**config.mk**
```make
export PLATFORM = sky130hd
export DESIGN_NAME = crc_gen
export DESIGN_NICKNAME = d
export VERILOG_FILES = /design/src/logic/crc_gen.v
export VERILOG_INCLUDE_DIRS = /design/src /design/src/logic
export SDC_FILE = /design/constraint.sdc
export NUM_CORES = 1
export LEC_CHECK = 0
export BUFFER_PORTS_ARGS = -buffer_cell sky130_fd_sc_hd__clkbuf_2
export CORE_MARGIN = 2
export CORE_UTILIZATION = 40
export CTS_CLUSTER_DIAMETER = 150
export DETAILED_ROUTE_END_ITERATION = 12
export GPL_ROUTABILITY_DRIVEN = 0
export PLACE_DENSITY = 0.69
export SYNTH_ARGS = -nofsm -noshare
export SYNTH_HDL_FRONTEND = slang
export SYNTH_SLANG_ARGS = --single-unit
```
**constraint.sdc**
```tcl
create_clock -name clk_i -period 4.85 [get_ports clk_i]
set_input_delay 0 -clock clk_i [delete_from_list [all_inputs] [get_ports clk_i]]
set_output_delay 0 -clock clk_i [all_outputs]
set_load 0.01 [all_outputs]
```
**src/logic/crc_gen_defs.vh**
```
`ifndef CRC_GEN_DEFS_VH
`define CRC_GEN_DEFS_VH
// ==========================================================
// register byte addresses
`define A_CON1 12'h000
`define A_CON2 12'h004
`define A_MASKL 12'h008
`define A_MASKH 12'h00C
`define A_DATL 12'h010
`define A_DATH 12'h014
`define A_RESL 12'h018
`define A_RESH 12'h01C
// ==========================================================
// control one field positions
`define B_EN 15
`define B_SIDL 13
`define B_FUL 7
`define B_MPT 6
`define B_ISEL 5
`define B_GO 4
`define B_DIR 3
// control two field positions
`define F_DW_HI 12
`define F_DW_LO 8
`define F_PL_HI 4
`define F_PL_LO 0
// ==========================================================
// fifo depth thresholds and counts
`define DW_WIDE 5'h0F
`define DW_MID 5'h07
`define DEPTH_4 5'h04
`define DEPTH_8 5'h08
`define DEPTH_16 5'h10
`define CNT_ZERO 5'h00
`define CNT_ONE 5'h01
`define PTR_ONE 4'h1
`define BIT_TWO 6'h02
`define ZERO_16 16'h0000
`define ZERO_32 32'h0000_0000
`define ZERO_4 4'h0
`define ZERO_5 5'h00
`define ZERO_6 6'h00
`define ONE_6 6'h01
`define MSB_IDX 5'h1F
`define WORD_BITS 6'h20
`endif

```
**src/logic/crc_gen.v**
```verilog
`include "crc_gen_defs.vh"
// Functional notes
// - length field 01111 selects 16th order, 11111 selects 32nd order
// - length field holds length minus one; width field holds width minus one
// - each set mask bit enables a feedback tap at that engine bit
// - zero-order term always applied; 32nd-order top term implied
// - input word width is any value from 1 to 32 bits
// - fifo depth 4 above 15, 8 for 8..15, 16 below 8
// - writes at least a byte; bits above configured width ignored
// - word counted when the byte holding its top bit is written
// - loading a word needs go set and words present; move decrements count
// - two bits per cycle, continuing until count is zero and the last word is shifted
// - full flag at depth for width; empty flag at zero count
// - enable low empties fifo, clears count, engine, result, high data
// - msb first by default; lsb first when direction bit set
// - direction changes input order only; result is not reflected
// - select 0: interrupt when count goes from one to zero
// - select 1: interrupt when hardware clears go; software clear silent
// - after count-zero interrupt, last word still shifting (width+1)/2 cycles
// - go bit cleared by hardware when calculation completes
// - stop-in-idle set halts shifting while device idles; fifo still accepts words
module crc_gen (
   input wire clk_i,
   input wire sys_rst_i,
   input wire idle_i,
   input wire psel_i,
   input wire penable_i,
   input wire pwrite_i,
   input wire [11:0] paddr_i,
   input wire [31:0] pwdata_i,
   input wire [3:0] pstrb_i,
   output reg [31:0] prdata_o,
   output reg pready_o,
   output reg pslverr_o,
   output reg irq_o
);
   // ==========================================================
   // registers
   reg en_q, sidl_q, isel_q, go_q, dir_q;
   reg [4:0] dw_q, pl_q;
   reg [31:0] mask_q, crc_q;
   reg [15:0] datl_q, dath_q;
   reg [31:0] fifo_q [0:15];
   reg [3:0] wp_q, rp_q;
   reg [4:0] cnt_q;
   reg [31:0] buf_q;
   reg [5:0] left_q;
   reg busy_q;
   wire wr = psel_i & penable_i & pwrite_i & ~pready_o;
   wire rd = psel_i & penable_i & ~pwrite_i & ~pready_o;
   wire run = en_q & ~(sidl_q & idle_i);
   // ==========================================================
   // fifo depth and word counting
   reg [4:0] depth;
   always @* begin
      if (dw_q > `DW_WIDE)
         depth = `DEPTH_4;
      else if (dw_q > `DW_MID)
         depth = `DEPTH_8;
      else
         depth = `DEPTH_16;
   end
   wire full = (cnt_q == depth);
   wire empty = (cnt_q == `CNT_ZERO);
   // top byte lane of word: width-1 bit 31..24 -> lane 3 etc.
   wire [1:0] top_lane = dw_q[4:3];
   wire top_hit = wr & ((paddr_i == `A_DATL & ~top_lane[1]
                  & pstrb_i[top_lane]) | (paddr_i == `A_DATH
                  & top_lane[1] & pstrb_i[top_lane]));
   wire push = top_hit & ~full & en_q;
   // ==========================================================
   // word assembly, bits above width masked out
   reg [31:0] wmask;
   reg [31:0] new_word;
   always @* begin
      wmask = {32{1'b1}} >> (`MSB_IDX - dw_q);
      new_word = {dath_q, datl_q};
      if (paddr_i == `A_DATL) begin
         if (pstrb_i[0])
            new_word[7:0] = pwdata_i[7:0];
         if (pstrb_i[1])
            new_word[15:8] = pwdata_i[15:8];
      end else begin
         if (pstrb_i[2])
            new_word[23:16] = pwdata_i[23:16];
         if (pstrb_i[3])
            new_word[31:24] = pwdata_i[31:24];
      end
      new_word = new_word & wmask;
   end
   wire load = run & go_q & ~busy_q & ~empty;
   wire pop = load;
   // ==========================================================
   // engine: two serial steps per cycle
   reg [31:0] c1, c2;
   reg d0, d1;
   wire [5:0] wlen = {1'b0, dw_q} + `ONE_6;
   function [31:0] step;
      input [31:0] c;
      input din;
      input [4:0] pl;
      input [31:0] m;
      reg fb;
      reg [31:0] sh;
      begin
         fb = c[pl] ^ din;
         sh = c << 1;
         // x0 always fed back; mask bit 0 ignored
         step = (sh ^ ({m[31:1], 1'b1} & {32{fb}}))
            & ({32{1'b1}} >> (`MSB_IDX - pl));
      end
   endfunction
   always @* begin
      // bit order into engine only; crc stays normal
      if (dir_q) begin
         d0 = buf_q[0];
         d1 = buf_q[1];
      end else begin
         d0 = buf_q[31];
         d1 = buf_q[30];
      end
      c1 = step(crc_q, d0, pl_q, mask_q);
      c2 = (left_q >= `BIT_TWO) ? step(c1, d1, pl_q, mask_q) : c1;
   end
   wire last = busy_q & (left_q <= `BIT_TWO);
   wire finish = run & last & empty & ~load;
   // ==========================================================
   // register select and read mux
   reg [31:0] rdata;
   reg mapped;
   always @* begin
      // unmapped offsets read zero and answer with an error
      rdata = `ZERO_32;
      mapped = 1'b1;
      case (paddr_i)
         `A_CON1: begin
            rdata = {`ZERO_16, en_q, 1'b0, sidl_q, cnt_q, full, empty,
               isel_q, go_q, dir_q, 3'h0};
         end
         `A_CON2: begin
            rdata = {19'h0_0000, dw_q, 3'h0, pl_q};
         end
         `A_MASKL: begin
            rdata = {`ZERO_16, mask_q[15:1], 1'b0};
         end
         `A_MASKH: begin
            rdata = {`ZERO_16, mask_q[31:16]};
         end
         `A_DATL: begin
            rdata = {`ZERO_16, datl_q};
         end
         `A_DATH: begin
            rdata = {`ZERO_16, dath_q};
         end
         `A_RESL: begin
            rdata = {`ZERO_16, crc_q[15:0]};
         end
         `A_RESH: begin
            rdata = {`ZERO_16, crc_q[31:16]};
         end
         default: begin
            mapped = 1'b0;
         end
      endcase
   end

   wire wr_con1 = wr & (paddr_i == `A_CON1);
   wire wr_con2 = wr & (paddr_i == `A_CON2);
   wire wr_maskl = wr & (paddr_i == `A_MASKL);
   wire wr_maskh = wr & (paddr_i == `A_MASKH);
   wire wr_datl = wr & (paddr_i == `A_DATL);
   wire wr_dath = wr & (paddr_i == `A_DATH);
   wire wr_resl = wr & (paddr_i == `A_RESL);
   wire wr_resh = wr & (paddr_i == `A_RESH);
   // engine ends its own run, as opposed to a software clear
   wire hw_done = finish & go_q;

   // ==========================================================
   // configuration, kept while disabled
   always @(posedge clk_i) begin
      if (sys_rst_i) begin
         en_q <= 1'b0;
         sidl_q <= 1'b0;
         isel_q <= 1'b0;
         dir_q <= 1'b0;
         dw_q <= `ZERO_5;
         pl_q <= `ZERO_5;
         mask_q <= `ZERO_32;
      end else begin
         if (wr_con1 & pstrb_i[1]) begin
            en_q <= pwdata_i[`B_EN];
            sidl_q <= pwdata_i[`B_SIDL];
         end
         if (wr_con1 & pstrb_i[0]) begin
            isel_q <= pwdata_i[`B_ISEL];
            dir_q <= pwdata_i[`B_DIR];
         end
         // new width sets depth at once; count is not trimmed
         if (wr_con2 & pstrb_i[1]) begin
            dw_q <= pwdata_i[`F_DW_HI:`F_DW_LO];
         end
         if (wr_con2 & pstrb_i[0]) begin
            pl_q <= pwdata_i[`F_PL_HI:`F_PL_LO];
         end
         if (wr_maskl) begin
            // bit 0 has no storage, x0 is always applied
            mask_q[15:1] <= pwdata_i[15:1];
         end
         if (wr_maskh) begin
            mask_q[31:16] <= pwdata_i[15:0];
         end
      end
   end

   // ==========================================================
   // start bit
   always @(posedge clk_i) begin
      if (sys_rst_i) begin
         go_q <= 1'b0;
      end else if (wr_con1 & pstrb_i[0]) begin
         // a software write beats the hardware clear
         go_q <= pwdata_i[`B_GO];
      end else if (hw_done) begin
         go_q <= 1'b0;
      end
   end

   // ==========================================================
   // data halves
   always @(posedge clk_i) begin
      if (sys_rst_i) begin
         datl_q <= `ZERO_16;
         dath_q <= `ZERO_16;
      end else begin
         if (wr_datl) begin
            datl_q <= new_word[15:0];
         end
         if (~en_q) begin
            dath_q <= `ZERO_16;
         end else if (wr_dath) begin
            dath_q <= new_word[31:16];
         end
      end
   end

   // ==========================================================
   // fifo storage, no reset: entries are read only once counted
   // a word written while full is dropped without an error
   always @(posedge clk_i) begin
      if (push) begin
         fifo_q[wp_q] <= new_word;
      end
   end

   // ==========================================================
   // pointers and valid-word count
   always @(posedge clk_i) begin
      if (sys_rst_i) begin
         wp_q <= `ZERO_4;
         rp_q <= `ZERO_4;
         cnt_q <= `CNT_ZERO;
      end else if (~en_q) begin
         // disabled: fifo emptied, pointers home
         wp_q <= `ZERO_4;
         rp_q <= `ZERO_4;
         cnt_q <= `CNT_ZERO;
      end else begin
         // pointers wrap at sixteen; depth only limits the count
         if (push) begin
            wp_q <= wp_q + `PTR_ONE;
         end
         if (pop) begin
            rp_q <= rp_q + `PTR_ONE;
         end
         cnt_q <= cnt_q + {4'h0, push} - {4'h0, pop};
      end
   end

   // ==========================================================
   // word buffer and bit counter
   always @(posedge clk_i) begin
      if (sys_rst_i) begin
         buf_q <= `ZERO_32;
         left_q <= `ZERO_6;
         busy_q <= 1'b0;
      end else if (~en_q) begin
         left_q <= `ZERO_6;
         busy_q <= 1'b0;
      end else if (load) begin
         // one idle cycle between words, traded for a simple load
         busy_q <= 1'b1;
         left_q <= wlen;
         if (dir_q) begin
            buf_q <= fifo_q[rp_q];
         end else begin
            // top bit of the word lands at bit 31
            buf_q <= fifo_q[rp_q] << (`WORD_BITS - wlen);
         end
      end else if (run & busy_q) begin
         if (dir_q) begin
            buf_q <= buf_q >> `BIT_TWO;
         end else begin
            buf_q <= buf_q << `BIT_TWO;
         end
         if (left_q >= `BIT_TWO) begin
            left_q <= left_q - `BIT_TWO;
         end else begin
            left_q <= `ZERO_6;
         end
         if (last) begin
            busy_q <= 1'b0;
         end
      end
   end

   // ==========================================================
   // result register
   always @(posedge clk_i) begin
      if (sys_rst_i) begin
         crc_q <= `ZERO_32;
      end else if (~en_q) begin
         crc_q <= `ZERO_32;
      end else begin
         if (run & busy_q) begin
            crc_q <= c2;
         end
         if (wr_resl) begin
            // a write lands after the step, so it wins
            crc_q[15:0] <= pwdata_i[15:0];
         end
         if (wr_resh) begin
            crc_q[31:16] <= pwdata_i[15:0];
         end
      end
   end

   // ==========================================================
   // interrupt pulse
   always @(posedge clk_i) begin
      if (sys_rst_i) begin
         irq_o <= 1'b0;
      end else if (~isel_q) begin
         irq_o <= pop & ~push & (cnt_q == `CNT_ONE);
      end else begin
         // software clear of go stays silent
         irq_o <= hw_done;
      end
   end

   // ==========================================================
   // apb response
   always @(posedge clk_i) begin
      if (sys_rst_i) begin
         pready_o <= 1'b0;
         pslverr_o <= 1'b0;
         prdata_o <= `ZERO_32;
      end else begin
         // one wait state; ready drops after a single cycle
         pready_o <= psel_i & penable_i & ~pready_o;
         if (wr | rd) begin
            pslverr_o <= ~mapped;
         end else begin
            pslverr_o <= 1'b0;
         end
         if (rd) begin
            prdata_o <= rdata;
         end
      end
   end
endmodule // crc_gen

```
==> impl_metrics.csv, run 1 <==
group,metric,value,unit
logic_synthesis,syn_inst,2734,
power,power.total,12.0,mW
clock_network,clock_latency,670,ps
global_routing,grt_max_degree,80,
global_routing,grt_busiest_layer,"met2",
clock_network,cts_inserted_buffers,73,
drt,drc,0,
worst_setup_path,crit_path_top_delay_cell,"dfxtp_1",
global_routing,use_met2,35.4,%
sta,period_minus_slack,4370,ps
die,initial_core_util,40.3,%
clock_network,post_cts_buffers,0,
die,die_area,0.0848,sq mm
logic_synthesis,ys_seq_elements,697,
logic_synthesis,yosysSeqAreaShare,57.8,%
die,core-area,0.0818,sq mm
worst_setup_path,crit_arrival,4900,ps
worst_setup_path,start_kind,"flop",
drt,ant_nets,0,
clock_network,cts_tree,"yes",
placed_design,dpl_cell_area,0.0352,sq mm
worst_setup_path,required,5380,ps
logic_synthesis,syn_area,0.0330,sq mm
global_routing,grt_antenna_before_repair,2,
cells_and_area,layout-drive-gt1-share,19.1,%
sta,tightestPinTransition,1300,ps
cells_and_area,most-common-layout-cells,"edfxtp_1 (512), nand2_1 (408), nor2_1 (242)",
logic_synthesis,ys_types,78,
placed_design,numPortBuffers,72,
global_routing,first_global_vias,22800,
clock_network,cts_resized,0,
clock_network,clk_path_buf_depth,3,
sta,rsz0062_at_grt,"false",
logic_synthesis,synth-async-reset-ratio,0,%
clock_network,htreeDepth,3,
sta,setup_viol,0,
worst_setup_path,crit_fanout,45,
cells_and_area,antenna_cells,0,
logic_synthesis,synth_area_leaders,"edfxtp_1 (47%), mux4_2 (11%), dfxtp_1 (11%), nand2_1 (4.6%), nor2_1 (2.9%)",
global_routing,grt_first_pass_wirelength,150000,um
cells_and_area,final_common_cell,"edfxtp_1",
global_routing,gr-usage-met3,5.33,%
drt,num_vias,24600,
sta,final_max_slew_viol_count,0,
die,die_y,291,um
drt,wl_per_cell,25.5,um
sta,finClkSkew,62.7,ps
logic_synthesis,synth_top_area_cell,"edfxtp_1",
logic_synthesis,yosys_most_used_dff,"edfxtp_1",
clock_network,cts_root_buffer,"clkbuf_16",
clock_network,clk_pin_slew_worst_paths,60,ps
global_routing,grt_overflow,0,
sta,tns,0,ps
logic_synthesis,yosysWarnings,0,
cells_and_area,num-nets-final,2916,
clock_network,clock-sinks,697,
logic_synthesis,synth_area_per_cell,12.1,sq um
logic_synthesis,synth_edf_count,512,
worst_setup_path,worstPathCellList,"nor3b_1 > a221oi_1 > nand3_1 > a21o_1 > buf_4 > a31oi_1 > a311o_1 > o32a_1 > o31ai_1 > nand4_1 > xnor2_2 > buf_12 > a21boi_1 > or3b_1 > o2bb2ai_1",
sta,finalCritPeriodShare,90.1,%
flow_run,maxCapViolCount,0,
drt,wirelength,101000,um
worst_setup_path,path_delay_family,"compound AO/OA/AOI/OAI gates",
power,powerDensity,318,mW/mm^2
cells_and_area,finish.utilization,46.3,%
placed_design,hpwlAfterDp,66200,um
die,row_count,105,
sta,max_freq,229,MHz
cells_and_area,syn_to_final_growth,14.8,%
drt,firstDrtPassIters,13,
sta,finalHoldViolCount,0,
drt,drtIter0Drc,4133,
worst_setup_path,worstSetupEndpointType,"flop",
worst_setup_path,critPathKind,"reg -> reg",
cells_and_area,fin_area,0.0379,sq mm
status,status,"finished clean",
power,vdd_drop_max,0.261,mV
power,leakagePower,11.4,nW
logic_synthesis,yosysTopAreaCellShare,46.6,%
global_routing,grt_usage,23.4,%
die,dieWidth,291,um
drt,vias_per_cell,6.20,
sta,slew_headroom,12.8,%
die,num_io_pins,89,
worst_setup_path,critPathBufInv,2,
global_routing,use_met1,32.8,%
worst_setup_path,slowest_delay,690,ps
worst_hold_path,hold_path.class,"in -> reg",
==> state kept, by name, summed over array words and instances, names as in the netlist, 4 cells and up, named ones only <==
register,flops
left_q,6
fifo_q,512
mask_q,31
prdata_o,16
crc_q,32
dath_q,16
rp_q,4
datl_q,16
wp_q,4
buf_q,32
cnt_q,5
dw_q,5
pl_q,5
==> cell usage after synthesis (all sizes together) (11+ instances only) <==
cell,n
nand2b,13
mux2i,67
nand2,408
a222oi,12
a21oi,180
mux2,13
nand4,21
o211ai,32
and2,11
clkbuf,158
a211oi,46
or3,14
and3,21
xnor2,21
nor2b,19
o21ai,79
o22ai,11
inv,32
edfxtp,512
buf,54
nor2,255
ha,18
a31oi,42
mux4,168
a221oi,25
nand3,40
a22oi,33
xor2,29
nor3,76
dfxtp,185
==> per-layer routing <==
metal / up-vias / part of all wire [%] / wire length [um]
li1: 10600 / - / -
met1: 12100 / 40 / 40100
met2: 1615 / 44 / 45000
met3: 302 / 12 / 11900
met4: 2 / 4.3 / 4330
met5: - / 0.011 / 11
==> path summary, 6_finish.rpt <==
kind / startpoint / cells after the start / slack, ps / endpoint
worst min register to register: buf_q[23] / 2 / 470 / buf_q[23]
worst min-delay path: pwdata_i[24] / 4 / 30 / fifo_q[9][24]
worst max-delay path: pl_q[2] / 15 / 480 / crc_q[5]
worst max register to register: pl_q[2] / 15 / 480 / crc_q[5]
==> worst min-delay path, stage by stage <==
cell	delay, ps
clkbuf_2	140
nand3_1	100
a21oi_1	60
buf_4	190
==> area by class of cell <==
type / count / area [sq um]
tap: 1070 / 1340
inverter: 33 / 124
timing repair buffer: 231 / 1710
fill: 7173 / 44000
clock buffer: 96 / 1940
clock inverter: 33 / 422
sequential: 697 / 19100
multi-input combinational: 1807 / 13300
==> kinds of logic after synthesis <==
logic type / count (synthesis) / share of synthesized area (%)
and+or+nand+nor: 916 / 12.0
adders and majority gates: 19 / 0.743
buffers and inverters: 245 / 3.07
other: 1 / 0.0114
AOI/OAI and AO/OA: 558 / 11.1
xor gates and xnor gates: 50 / 1.33
DFF: 697 / 57.8
muxes: 248 / 13.9
==> stage by stage <==
step	instances	worst slack, ps	hold slack [ps]
floorplan	2749	308	136
global placement	3808	691	354
detailed placement	3808	641	360
CTS	3965	623	6.53
global route	3967	329	40.3
finish	3967	482	29.8
==> report_power, final <==
| group | internal (mW) | switching (mW) |
|---|---|---|
| Combinational | 0.0511 | 0.125 |
| Clock | 3.14 | 2.40 |
| Sequential | 6.32 | 0.00377 |
| Total | 9.51 | 2.53 |
==> timing repair <==
item / CTS / global route
hold buffers: 28 / 0
endpoints found under the setup margin: 0 / 0
hold endpoints to repair: 120 / 0
No activity file was read; power rests on OpenSTA's default activity.
==> run 2, diff against run 1 <==
--- a/config.mk
+++ b/config.mk
@@ -13,6 +13,7 @@
 export DETAILED_ROUTE_END_ITERATION = 12
 export GPL_ROUTABILITY_DRIVEN = 0
 export PLACE_DENSITY = 0.69
+export REMOVE_ABC_BUFFERS = 1
 export SYNTH_ARGS = -nofsm -noshare
 export SYNTH_HDL_FRONTEND = slang
 export SYNTH_SLANG_ARGS = --single-unit
==> run 2 against run 1 <==
Compared with the run above:
- sequential share of layout area down 0.075 points
- first-iteration DRC count decreased by 7.3%
- cell area up 0.15%
- global-route usage grew 0.12 points
- largest power group unchanged
==> impl_metrics.csv, run 2 (synthesis results as in run 1) <==
group,metric,value,unit
status,status,"finished clean",
power,leakagePower,11.5,nW
global_routing,grt_antenna_before_repair,4,
placed_design,numPortBuffers,72,
cells_and_area,num-nets-final,2916,
sta,slew_headroom,7.99,%
die,initial_core_util,40.3,%
worst_setup_path,slowest_delay,480,ps
global_routing,grt_first_pass_wirelength,151000,um
placed_design,dp.cells,3806,
worst_setup_path,critPathKind,"reg -> reg",
die,num_io_pins,89,
worst_setup_path,worstPathCellList,"buf_4 > and2_1 > nor2_1 > inv_1 > a21oi_1 > nor3_1 > a311o_1 > o32a_1 > o31ai_1 > nand4_1 > xnor2_2 > buf_12 > a2111oi_0 > o21ai_1 > a21oi_1",
placed_design,pre_cts_slack,509,ps
sta,setup_ws,323,ps
clock_network,htreeDepth,3,
sta,finalCritPeriodShare,93.3,%
die,dieWidth,291,um
drt,firstDrtPassIters,6,
worst_setup_path,required,5400,ps
worst_setup_path,crit_path_top_delay_cell,"dfxtp_1",
worst_setup_path,crit_top_cell,"a21oi_1",
power,vdd_drop_max,0.344,mV
die,die_area,0.0848,sq mm
sta,finClkSkew,20.5,ps
worst_setup_path,worstSetupEndpointType,"flop",
sta,rsz0062_at_grt,"false",
clock_network,clock_latency,630,ps
cells_and_area,final_common_cell,"edfxtp_1",
clock_network,holdBufCountCts,32,
worst_setup_path,crit_arrival,5070,ps
cells_and_area,largest_registers,"fifo_q (512), buf_q (32), crc_q (32)",
drt,ant_nets,0,
drt,num_vias,24500,
cells_and_area,most-common-layout-cells,"edfxtp_1 (512), nand2_1 (408), nor2_1 (242)",
clock_network,clock-sinks,697,
clock_network,clk_pin_slew_worst_paths,60,ps
sta,final_max_slew_viol_count,0,
global_routing,use_met1,32.4,%
die,row_count,105,
clock_network,cts_resized,0,
cells_and_area,finalNonFillerCells,3970,
clock_network,cts_root_buffer,"clkbuf_16",
sta,setup_viol,0,
worst_setup_path,path_delay_family,"compound AO/OA/AOI/OAI gates",
cells_and_area,layout-drive-gt1-share,18.8,%
power,powerDensity,321,mW/mm^2
drt,drtIter0Drc,3831,
clock_network,post_cts_buffers,0,
sta,fin_hold_ws,26.6,ps
cells_and_area,regMostFlops,"fifo_q",
drt,wirelength,101000,um
worst_setup_path,start_kind,"flop",
clock_network,clk_path_buf_depth,3,
global_routing,first_global_vias,23200,
global_routing,use_met2,35.9,%
worst_setup_path,critPathBufInv,3,
sta,max_freq,221,MHz
sta,finalHoldViolCount,0,
cells_and_area,largest_reg_flops,512,
die,die_y,291,um
drt,vias_per_cell,6.18,
flow_run,maxCapViolCount,0,
global_routing,gr-usage-met3,5.83,%
drt,wl_per_cell,25.5,um
die,core-area,0.0818,sq mm
sta,period_minus_slack,4530,ps
global_routing,grt_overflow,0,
cells_and_area,fillers,7127,
sta,tightestPinTransition,1380,ps
global_routing,grt_usage,23.6,%
global_routing,grt_busiest_layer,"met2",
worst_setup_path,crit_fanout,47,
worst_hold_path,hold_path.class,"in -> reg",
clock_network,cts_inserted_buffers,73,
placed_design,hpwlAfterDp,66300,um
cells_and_area,syn_to_final_growth,15.0,%
clock_network,cts_tree,"yes",
drt,drc,0,
global_routing,grt_max_degree,80,
[run 2: cell count changes in the layout (fill, tap and decap cells not counted), sizes merged]
cell         change
buf              -4
bufinv           +2
clkbuf           -1
clkinv           -3
clkinvlp         +2
diode            +1
dlygate4sd3      +4
inv              +2
[run 2: metal layers]
metal | vias to the layer above | routed length, um
li1 | 10600 | -
met1 | 12000 | 39600
met4 | 6 | 4100
met5 | - | 34
met3 | 282 | 12200
met2 | 1629 | 45300
[run 2: per-stage QoR]
step / util [%] / cell area (sq um) / total power, mW / setup TNS (ps)
after CTS: 46.4 / 37900 / 12.2 / 0
final: 46.4 / 37900 / 12.2 / 0
after global routing: 46.4 / 37900 / 12.5 / 0
after detailed placement: 43.0 / 35200 / 6.59 / 0
after floorplan: - / 32200 / 6.49 / -374200
after global placement: 43.0 / 35200 / 6.59 / 0
[run 2: final cells by class]
| cell class | instances | area (sq um) | area share (%) |
|---|---|---|---|
| clock buffer | 95 | 1960 | 5.18 |
| clock inverter | 36 | 464 | 1.22 |
| multi-input combinational | 1807 | 13200 | 34.8 |
| inverter | 33 | 124 | 0.326 |
| antenna | 1 | 2.50 | 0.00659 |
| tap | 1070 | 1340 | 3.53 |
| timing repair buffer | 231 | 1760 | 4.64 |
| sequential | 697 | 19100 | 50.3 |
[run 2: worst register-to-register path: stages, from the launching register on]
cell	delay, ps
dfxtp_1	480
buf_4	290
and2_1	360
nor2_1	410
inv_1	80
a21oi_1	320
nor3_1	80
a311o_1	350
o32a_1	280
o31ai_1	430
nand4_1	220
xnor2_2	190
buf_12	210
a2111oi_0	480
o21ai_1	130
a21oi_1	150
[run 2: path summary, 6_finish.rpt]
check	startpoint	endpoint	slack [ps]	depth (start not counted)
max reg2reg	pl_q[1]	crc_q[27]	320	15
max	pl_q[1]	crc_q[27]	320	15
min reg2reg	buf_q[23]	buf_q[23]	470	2
min	pwdata_i[30]	dath_q[14]	30	6
[run 2: power by group]
group          switching (mW)  internal (mW)  total, mW
sequential            0.00433           6.32       6.32
clock                    2.41           3.28       5.68
combinational           0.117         0.0536      0.170
total                    2.53           9.64       12.2
